`src/core/fault_alert_pkg.sv`:
```
// shared constants and carrier types for the fault/alert mask and status block
package fault_alert_pkg;
    // command codes of the four registers
    localparam logic [7:0] ALERT_MASK_ADDR   = 8'hF9;
    localparam logic [7:0] FAULT_MASK_ADDR   = 8'hFA;
    localparam logic [7:0] SUMMARY_ADDR      = 8'hFB;
    localparam logic [7:0] PHASE_STAT_ADDR   = 8'hFC;
    // reset values
    localparam logic [7:0] ALERT_MASK_RESET  = 8'h00;
    localparam logic [7:0] FAULT_MASK_RESET  = 8'h00;
    localparam logic [7:0] SUMMARY_RESET     = 8'h00;
    localparam logic [7:0] PHASE_STAT_RESET  = 8'h00;
    // implemented mask bits: 7 6 3 2 0 (alert), 7 6 3 0 (+2 kept for fault)
    localparam logic [7:0] ALERT_MASK_WMASK  = 8'hCD;
    localparam logic [7:0] FAULT_MASK_WMASK  = 8'hCD;
    // mask bit positions
    localparam int unsigned MASK_VOLT_BIT    = 7;
    localparam int unsigned MASK_CURR_BIT    = 6;
    localparam int unsigned MASK_COMM_BIT    = 3;
    localparam int unsigned MASK_MON_BIT     = 2;
    localparam int unsigned MASK_POWER_BIT   = 0;
    // summary status bit positions
    localparam int unsigned SUM_FAULT_BIT    = 7;
    localparam int unsigned SUM_ALERT_BIT    = 6;
    localparam int unsigned SUM_PGOOD_BIT    = 5;
    localparam int unsigned SUM_READY_BIT    = 4;
    // phase status bit positions
    localparam int unsigned PH4_BIT          = 5;
    localparam int unsigned PH3_BIT          = 4;
    localparam int unsigned PH2_BIT          = 3;
    localparam int unsigned POWER_SAVE_BIT   = 2;

    // pending event requests, one per source, for alert or fault
    typedef struct packed {
        logic output_voltage;
        logic output_current;
        logic comm_logic_status;
        logic monitored_voltage;
        logic output_power;
    } event_set_t;

    // register access port of the command interface
    typedef struct packed {
        logic       wr;
        logic       rd;
        logic [7:0] addr;
        logic [7:0] wdata;
    } reg_req_t;
endpackage : fault_alert_pkg

```
`src/core/fault_alert_mask_status.sv`:
```
// event masking, summary flags and status registers of the regulator command set
`timescale 1ns/1ps

module fault_alert_mask_status (
    // clock and reset
    input  wire logic                           clock_i,
    input  wire logic                           reset_i,
    // register access from the serial command front end
    input  wire fault_alert_pkg::reg_req_t      req_i,
    output logic [7:0]                          rdata_o,
    output logic                                rvalid_o,
    // event sources
    input  wire fault_alert_pkg::event_set_t    alert_src_i,
    input  wire fault_alert_pkg::event_set_t    fault_src_i,
    // device state
    input  wire logic                           power_good_i,
    input  wire logic                           ready_i,
    input  wire logic [2:0]                     phase_en_i,
    input  wire logic                           power_save_indicator_i,
    // summary indications
    output logic                                alert_o,
    output logic                                fault_o
);

    logic [7:0] alert_mask_r;
    logic [7:0] fault_mask_r;
    logic [7:0] summary_r;
    logic [7:0] phase_stat_r;
    logic       alert_nxt;
    logic       fault_nxt;
    logic [7:0] summary_nxt;
    logic [7:0] phase_stat_nxt;
    logic [7:0] rdata_nxt;

    // mask registers; only implemented bits store so reserved bits stay zero
    always_ff @(posedge clock_i or posedge reset_i) begin
        if (reset_i) begin
            alert_mask_r <= fault_alert_pkg::ALERT_MASK_RESET;
        end else if (req_i.wr && req_i.addr == fault_alert_pkg::ALERT_MASK_ADDR) begin
            alert_mask_r <= req_i.wdata & fault_alert_pkg::ALERT_MASK_WMASK;
        end
    end

    always_ff @(posedge clock_i or posedge reset_i) begin
        if (reset_i) begin
            fault_mask_r <= fault_alert_pkg::FAULT_MASK_RESET;
        end else if (req_i.wr && req_i.addr == fault_alert_pkg::FAULT_MASK_ADDR) begin
            fault_mask_r <= req_i.wdata & fault_alert_pkg::FAULT_MASK_WMASK;
        end
    end

    // gated alert: any unmasked source raises it
    always_comb begin
        alert_nxt =
            (alert_src_i.output_voltage    & ~alert_mask_r[fault_alert_pkg::MASK_VOLT_BIT])  |
            (alert_src_i.output_current    & ~alert_mask_r[fault_alert_pkg::MASK_CURR_BIT])  |
            (alert_src_i.comm_logic_status & ~alert_mask_r[fault_alert_pkg::MASK_COMM_BIT])  |
            (alert_src_i.monitored_voltage & ~alert_mask_r[fault_alert_pkg::MASK_MON_BIT])   |
            (alert_src_i.output_power      & ~alert_mask_r[fault_alert_pkg::MASK_POWER_BIT]);
    end

    // gated fault; bit 2 also gates the monitored-voltage path, the field is printed
    // in both masks and leaving it ungated would make a stored bit meaningless
    always_comb begin
        fault_nxt =
            (fault_src_i.output_voltage    & ~fault_mask_r[fault_alert_pkg::MASK_VOLT_BIT])  |
            (fault_src_i.output_current    & ~fault_mask_r[fault_alert_pkg::MASK_CURR_BIT])  |
            (fault_src_i.comm_logic_status & ~fault_mask_r[fault_alert_pkg::MASK_COMM_BIT])  |
            (fault_src_i.monitored_voltage & ~fault_mask_r[fault_alert_pkg::MASK_MON_BIT])   |
            (fault_src_i.output_power      & ~fault_mask_r[fault_alert_pkg::MASK_POWER_BIT]);
    end

    // status snapshots, registered so a read sees one coherent byte
    always_comb begin
        summary_nxt = 8'h00;
        summary_nxt[fault_alert_pkg::SUM_FAULT_BIT] = fault_nxt;
        summary_nxt[fault_alert_pkg::SUM_ALERT_BIT] = alert_nxt;
        summary_nxt[fault_alert_pkg::SUM_PGOOD_BIT] = power_good_i;
        summary_nxt[fault_alert_pkg::SUM_READY_BIT] = ready_i;
    end

    always_comb begin
        phase_stat_nxt = 8'h00;
        phase_stat_nxt[fault_alert_pkg::PH4_BIT] = phase_en_i[2];
        phase_stat_nxt[fault_alert_pkg::PH3_BIT] = phase_en_i[1];
        phase_stat_nxt[fault_alert_pkg::PH2_BIT] = phase_en_i[0];
        phase_stat_nxt[fault_alert_pkg::POWER_SAVE_BIT] = power_save_indicator_i;
    end

    // status registers have no write path at all
    always_ff @(posedge clock_i or posedge reset_i) begin
        if (reset_i) begin
            summary_r    <= fault_alert_pkg::SUMMARY_RESET;
            phase_stat_r <= fault_alert_pkg::PHASE_STAT_RESET;
        end else begin
            summary_r    <= summary_nxt;
            phase_stat_r <= phase_stat_nxt;
        end
    end

    always_ff @(posedge clock_i or posedge reset_i) begin
        if (reset_i) begin
            alert_o <= 1'b0;
            fault_o <= 1'b0;
        end else begin
            alert_o <= alert_nxt;
            fault_o <= fault_nxt;
        end
    end

    // read mux; unmapped codes answer zero
    always_comb begin
        case (req_i.addr)
            fault_alert_pkg::ALERT_MASK_ADDR: rdata_nxt = alert_mask_r;
            fault_alert_pkg::FAULT_MASK_ADDR: rdata_nxt = fault_mask_r;
            fault_alert_pkg::SUMMARY_ADDR:    rdata_nxt = summary_r;
            fault_alert_pkg::PHASE_STAT_ADDR: rdata_nxt = phase_stat_r;
            default:                          rdata_nxt = 8'h00;
        endcase
    end

    always_ff @(posedge clock_i or posedge reset_i) begin
        if (reset_i) begin
            rdata_o  <= 8'h00;
            rvalid_o <= 1'b0;
        end else begin
            rvalid_o <= req_i.rd;
            if (req_i.rd) begin
                rdata_o <= rdata_nxt;
            end
        end
    end

    // checks; masked cases use one source alone so another path cannot hide a leak
    volt_alert_mask_a: assert property (@(posedge clock_i) disable iff (reset_i)
        (alert_mask_r[7] && alert_src_i == 5'h10) |=> !alert_o)
        else $error("masked output-voltage alert escaped");

    curr_alert_mask_a: assert property (@(posedge clock_i) disable iff (reset_i)
        (alert_mask_r[6] && alert_src_i == 5'h08) |=> !alert_o)
        else $error("masked output-current alert escaped");

    comm_alert_mask_a: assert property (@(posedge clock_i) disable iff (reset_i)
        (alert_mask_r[3] && alert_src_i == 5'h04) |=> !alert_o)
        else $error("masked comm alert escaped");

    mon_alert_mask_a: assert property (@(posedge clock_i) disable iff (reset_i)
        (alert_mask_r[2] && alert_src_i == 5'h02) |=> !alert_o)
        else $error("masked monitored-voltage alert escaped");

    power_alert_mask_a: assert property (@(posedge clock_i) disable iff (reset_i)
        (alert_mask_r[0] && alert_src_i == 5'h01) |=> !alert_o)
        else $error("masked output-power alert escaped");

    // an unmasked source must always get through
    volt_alert_pass_a: assert property (@(posedge clock_i) disable iff (reset_i)
        (!alert_mask_r[7] && alert_src_i.output_voltage) |=> alert_o)
        else $error("unmasked output-voltage alert lost");

    curr_alert_pass_a: assert property (@(posedge clock_i) disable iff (reset_i)
        (!alert_mask_r[6] && alert_src_i.output_current) |=> alert_o)
        else $error("unmasked output-current alert lost");

    comm_alert_pass_a: assert property (@(posedge clock_i) disable iff (reset_i)
        (!alert_mask_r[3] && alert_src_i.comm_logic_status) |=> alert_o)
        else $error("unmasked comm alert lost");

    mon_alert_pass_a: assert property (@(posedge clock_i) disable iff (reset_i)
        (!alert_mask_r[2] && alert_src_i.monitored_voltage) |=> alert_o)
        else $error("unmasked monitored-voltage alert lost");

    power_alert_pass_a: assert property (@(posedge clock_i) disable iff (reset_i)
        (!alert_mask_r[0] && alert_src_i.output_power) |=> alert_o)
        else $error("unmasked output-power alert lost");

    quiet_alert_a: assert property (@(posedge clock_i) disable iff (reset_i)
        (alert_src_i == 5'h00) |=> !alert_o)
        else $error("alert with no source");

    volt_fault_mask_a: assert property (@(posedge clock_i) disable iff (reset_i)
        (fault_mask_r[7] && fault_src_i == 5'h10) |=> !fault_o)
        else $error("masked output-voltage fault escaped");

    curr_fault_mask_a: assert property (@(posedge clock_i) disable iff (reset_i)
        (fault_mask_r[6] && fault_src_i == 5'h08) |=> !fault_o)
        else $error("masked output-current fault escaped");

    comm_fault_mask_a: assert property (@(posedge clock_i) disable iff (reset_i)
        (fault_mask_r[3] && fault_src_i == 5'h04) |=> !fault_o)
        else $error("masked comm fault escaped");

    mon_fault_mask_a: assert property (@(posedge clock_i) disable iff (reset_i)
        (fault_mask_r[2] && fault_src_i == 5'h02) |=> !fault_o)
        else $error("masked monitored-voltage fault escaped");

    power_fault_mask_a: assert property (@(posedge clock_i) disable iff (reset_i)
        (fault_mask_r[0] && fault_src_i == 5'h01) |=> !fault_o)
        else $error("masked output-power fault escaped");

    volt_fault_pass_a: assert property (@(posedge clock_i) disable iff (reset_i)
        (!fault_mask_r[7] && fault_src_i.output_voltage) |=> fault_o)
        else $error("unmasked output-voltage fault lost");

    curr_fault_pass_a: assert property (@(posedge clock_i) disable iff (reset_i)
        (!fault_mask_r[6] && fault_src_i.output_current) |=> fault_o)
        else $error("unmasked output-current fault lost");

    comm_fault_pass_a: assert property (@(posedge clock_i) disable iff (reset_i)
        (!fault_mask_r[3] && fault_src_i.comm_logic_status) |=> fault_o)
        else $error("unmasked comm fault lost");

    mon_fault_pass_a: assert property (@(posedge clock_i) disable iff (reset_i)
        (!fault_mask_r[2] && fault_src_i.monitored_voltage) |=> fault_o)
        else $error("unmasked monitored-voltage fault lost");

    power_fault_pass_a: assert property (@(posedge clock_i) disable iff (reset_i)
        (!fault_mask_r[0] && fault_src_i.output_power) |=> fault_o)
        else $error("unmasked output-power fault lost");

    quiet_fault_a: assert property (@(posedge clock_i) disable iff (reset_i)
        (fault_src_i == 5'h00) |=> !fault_o)
        else $error("fault with no source");

    // status snapshots lag the live inputs by one cycle
    pgood_mirror_a: assert property (@(posedge clock_i) disable iff (reset_i)
        ##1 summary_r[5] == $past(power_good_i))
        else $error("power good bit wrong");

    ready_bit_a: assert property (@(posedge clock_i) disable iff (reset_i)
        ##1 summary_r[4] == $past(ready_i))
        else $error("ready bit wrong");

    summary_flags_a: assert property (@(posedge clock_i) disable iff (reset_i)
        ##1 summary_r[7] == fault_o && summary_r[6] == alert_o)
        else $error("summary flags disagree with outputs");

    summary_spare_a: assert property (@(posedge clock_i) disable iff (reset_i)
        summary_r[3:0] == 4'h0)
        else $error("unused summary bit set");

    phase_bits_a: assert property (@(posedge clock_i) disable iff (reset_i)
        ##1 phase_stat_r[5:3] == $past(phase_en_i))
        else $error("phase enable bits wrong");

    power_save_bit_a: assert property (@(posedge clock_i) disable iff (reset_i)
        ##1 phase_stat_r[2] == $past(power_save_indicator_i))
        else $error("power-save bit wrong");

    phase_spare_a: assert property (@(posedge clock_i) disable iff (reset_i)
        phase_stat_r[7:6] == 2'h0 && phase_stat_r[1:0] == 2'h0)
        else $error("unused phase status bit set");

    reserved_zero_a: assert property (@(posedge clock_i) disable iff (reset_i)
        (alert_mask_r & 8'h32) == 8'h00 && (fault_mask_r & 8'h32) == 8'h00)
        else $error("reserved mask bit set");

    // register access
    alert_mask_write_a: assert property (@(posedge clock_i) disable iff (reset_i)
        (req_i.wr && req_i.addr == fault_alert_pkg::ALERT_MASK_ADDR)
        |=> alert_mask_r == ($past(req_i.wdata) & fault_alert_pkg::ALERT_MASK_WMASK))
        else $error("alert mask write lost");

    fault_mask_write_a: assert property (@(posedge clock_i) disable iff (reset_i)
        (req_i.wr && req_i.addr == fault_alert_pkg::FAULT_MASK_ADDR)
        |=> fault_mask_r == ($past(req_i.wdata) & fault_alert_pkg::FAULT_MASK_WMASK))
        else $error("fault mask write lost");

    alert_mask_hold_a: assert property (@(posedge clock_i) disable iff (reset_i)
        !(req_i.wr && req_i.addr == fault_alert_pkg::ALERT_MASK_ADDR)
        |=> $stable(alert_mask_r))
        else $error("alert mask changed without a write");

    fault_mask_hold_a: assert property (@(posedge clock_i) disable iff (reset_i)
        !(req_i.wr && req_i.addr == fault_alert_pkg::FAULT_MASK_ADDR)
        |=> $stable(fault_mask_r))
        else $error("fault mask changed without a write");

    read_valid_a: assert property (@(posedge clock_i) disable iff (reset_i)
        ##1 rvalid_o == $past(req_i.rd))
        else $error("read valid does not follow the strobe");

    read_alert_mask_a: assert property (@(posedge clock_i) disable iff (reset_i)
        (req_i.rd && req_i.addr == fault_alert_pkg::ALERT_MASK_ADDR)
        |=> rdata_o == $past(alert_mask_r))
        else $error("alert mask read wrong");

    read_fault_mask_a: assert property (@(posedge clock_i) disable iff (reset_i)
        (req_i.rd && req_i.addr == fault_alert_pkg::FAULT_MASK_ADDR)
        |=> rdata_o == $past(fault_mask_r))
        else $error("fault mask read wrong");

    read_summary_a: assert property (@(posedge clock_i) disable iff (reset_i)
        (req_i.rd && req_i.addr == fault_alert_pkg::SUMMARY_ADDR)
        |=> rdata_o == $past(summary_r))
        else $error("summary read wrong");

    read_phase_a: assert property (@(posedge clock_i) disable iff (reset_i)
        (req_i.rd && req_i.addr == fault_alert_pkg::PHASE_STAT_ADDR)
        |=> rdata_o == $past(phase_stat_r))
        else $error("phase status read wrong");

    read_unmapped_a: assert property (@(posedge clock_i) disable iff (reset_i)
        (req_i.rd && req_i.addr < fault_alert_pkg::ALERT_MASK_ADDR)
        |=> rdata_o == 8'h00)
        else $error("unmapped read not zero");

endmodule // fault_alert_mask_status

```
`config.mk`:
```
export PLATFORM = sky130hd
export DESIGN_NAME = fault_alert_mask_status
export DESIGN_NICKNAME = d
export VERILOG_FILES = /design/src/core/fault_alert_pkg.sv /design/src/core/fault_alert_mask_status.sv
export SDC_FILE = /design/constraint.sdc
export NUM_CORES = 1
export LEC_CHECK = 0
export ABC_AREA = 1
export BUFFER_PORTS_ARGS = -buffer_cell sky130_fd_sc_hd__buf_2
export CAP_MARGIN = 15
export CORE_MARGIN = 2
export CORE_UTILIZATION = 40
export DETAILED_ROUTE_END_ITERATION = 8
export PLACE_DENSITY = 0.78
export SLEW_MARGIN = 15
export SYNTH_ARGS = -nofsm -noshare
export SYNTH_HDL_FRONTEND = slang
export SYNTH_SLANG_ARGS = --single-unit
```
`constraint.sdc`:
```
create_clock -name clock_i -period 0.8 [get_ports clock_i]
set_input_delay 0.12 -clock clock_i [delete_from_list [all_inputs] [get_ports clock_i]]
set_output_delay 0.12 -clock clock_i [all_outputs]
set_load 0.01 [all_outputs]
```
==> impl_metrics.env <==
export IMPL_rsz0062_at_grt="true"
export IMPL_finalClockSkew_ns=0.0117
export IMPL_swShare_pct=25.4
export IMPL_synth_area_leaders="dfrtp_1 (54%), nand2_1 (15%), nand3_1 (9.6%)"
export IMPL_port_buffers=42
export IMPL_synth_net_count=178
export IMPL_ant_nets=0
export IMPL_yosys_warnings=0
export IMPL_antenna_found_initial=0
export IMPL_required_ns=0.68
export IMPL_yosysTopAreaCellShare_pct=54.2
export IMPL_wl_met3_um=162
export IMPL_cp_top_family="flip-flops"
export IMPL_status="complete, but fails checks"
export IMPL_cts_sinks=26
export IMPL_stdcell_count=236
export IMPL_stdcell_area_um2=1760
export IMPL_grt_max_degree=27
export IMPL_hold_class="in2reg"
export IMPL_fin_crit_sh_pct=122
export IMPL_avgSynthCellArea_um2=8.45
export IMPL_placed_cells=218
export IMPL_combPwrFrac_pct=17.5
export IMPL_crit_buf_inv=1
export IMPL_drive_gt1_share_pct=46.3
export IMPL_intPower_mw=1.88
export IMPL_ys_seq_area_share_pct=54.2
export IMPL_power_frac_clock_pct=25.4
export IMPL_whs_ns=0.00686
export IMPL_period_needed_ns=0.979
export IMPL_top_layer="met4"
export IMPL_fin_tns_setup_ns=-1.87
export IMPL_yosys_area_top_type="dfrtp_1"
export IMPL_clkTransAtPathRegs_ns=0.14
export IMPL_antenna_cells=0
export IMPL_wl_per_cell_um=11.7
export IMPL_drtPass1Iterations=6
export IMPL_clk_latency_ns=0.32
export IMPL_crit_path_end_kind="output pin"
export IMPL_initial_core_util_pct=42.8
export IMPL_totalWireLength_um=2760
export IMPL_fp_coreArea_um2=2810
export IMPL_p_total_mw=2.52
export IMPL_vias_per_cell=4.81
export IMPL_dpl_hpwl_um=2090
export IMPL_drt_first_iter_violations=29
export IMPL_sequentialPowerShare_pct=57.1
export IMPL_wl_met1_um=1220
export IMPL_worstPathCellList="buf_2"
export IMPL_root_buffer="clkbuf_4"
export IMPL_switching_power_uw=641
export IMPL_max_cap_violations=0
export IMPL_final_nets=242
export IMPL_cp_max_fo=2
export IMPL_setup_ws_ns=-0.179
export IMPL_arrival_ns=0.86
export IMPL_netlist_instances=142
export IMPL_p_leak_nw=0.963
export IMPL_area_delta_synth_final_pct=46.6
export IMPL_max_stage_delay_ns=0.41
export IMPL_fin_util_pct=62.7
export IMPL_finalHoldViolCount=0
export IMPL_die_h_um=58.8
export IMPL_critPathLaunch="rdata_o[7]"
export IMPL_r2r_start="summary_r[7]"
export IMPL_fmax_mhz=1020
export IMPL_violations="design-rule violations, negative setup slack"
export IMPL_critPathKind="reg2out"
export IMPL_cts_htree_levels=1
export IMPL_numCtsBuffers=3
export IMPL_io_pins=47
export IMPL_grt_use_total_pct=17.2
export IMPL_ys_ff_latch=26
export IMPL_gp_congestion=0.815
export IMPL_clock_path_buffers=2
export IMPL_place_area_um2=1530
export IMPL_cts_tree="done"
export IMPL_dp_slack_ns=-0.273
export IMPL_die_area_um2=3450
export IMPL_drc=3
export IMPL_grt_first_pass_wirelength_um=4540
export IMPL_p_per_area_nw_per_um2=1430
export IMPL_startpoint_type="flip-flop"
export IMPL_ir_drop_uv=830
export IMPL_grt_pass1_vias=1148
export IMPL_via_count=1134
export IMPL_slew_violations=0
export IMPL_route_met2_wl_um=1350
export IMPL_cp_slowest_cell="dfrtp_1"
export IMPL_setup_violations=14
export IMPL_ys_types=15
export IMPL_syn_area_um2=1200
export IMPL_worstHoldStart="fault_src_i[0]"
export IMPL_rows=19
export IMPL_die_w_um=58.8
export IMPL_grt_remaining_overflow=0
-- flip-flops by register name, summed over array words and instances, names as in the netlist --
name	flops
alert_mask_r	5
fault_mask_r	5
phase_stat_r	4
rdata_o	7
rvalid_o	1
summary_r	4
-- area by class of cell --
type                       count  area [µm²]
clock buffer                   4        36.3
inverter                      16        80.1
tap                           31        38.8
fill                         244        1050
multi-input combinational     98         568
sequential                    26         651
timing repair buffer          61         385
-- cell usage in the layout (no fill, tap or decap), drive strengths merged --
| cell | n |
|---|---|
| buf | 53 |
| o21ai | 11 |
| dlygate4sd3 | 7 |
| conb | 1 |
| nand3 | 23 |
| nor2 | 8 |
| nand2 | 53 |
| a21oi | 2 |
| clkbuf | 5 |
| dfrtp | 26 |
| inv | 16 |
-- cells in the mapped netlist (all sizes together) --
master,n
a21oi,2
buf,3
conb,1
dfrtp,26
inv,16
nand2,53
nand3,23
nor2,7
o21ai,11
-- layer usage --
metal | vias up | GRT usage, %
met5 | - | 0
met4 | 0 | 4.87
met3 | 4 | 2.86
met2 | 36 | 31.6
met1 | 521 | 20.4
li1 | 573 | -
-- tightest hold or removal path, cell delays in order --
cell and delay [ns]:
buf_2 0.08, nand2_1 0.05, nand3_1 0.06
-- cells by family after synthesis --
family | synth area share [%]
flops | 54.2
compound gates | 5.42
simple gates | 33.1
other cells | 0.313
buf+inv | 6.99
-- worst paths after layout --
| kind | endpoint | slack (ns) | depth (start not counted) |
|---|---|---|---|
| setup / recovery | rdata_o[7] | -0.18 | 1 |
| setup reg to reg | rdata_o[7] | -0.08 | 5 |
| max in group asynchronous | alert_mask_r[3] | 0.28 | 4 |
| hold / removal | summary_r[7] | 0.007 | 3 |
| hold reg to reg | rdata_o[6] | 0.50 | 2 |
| min in group asynchronous | fault_mask_r[6] | 0.37 | 4 |
-- power by group through the flow --
stage | clock (mW) | sequential, mW | combinational (mW)
3_5_place_dp | 0 | 1.46 | 0.349
5_1_grt | 0.699 | 1.45 | 0.490
4_1_cts | 0.660 | 1.43 | 0.409
6_report | 0.641 | 1.44 | 0.441
3_3_place_gp | 0 | 1.46 | 0.347
2_1_floorplan | 0 | 1.46 | 0.168
-- what timing repair did --
action | 4_1_cts | 5_1_grt
endpoints found under the setup margin | 13 | 19
setup buffers | 4 | 2
endpoints found under the hold margin | 32 | 0
hold buffers | 7 | 0
pin swaps | 2 | 11
resized for setup | 3 | 21
gates cloned | 0 | 1
(Power assumes the default switching activity.)
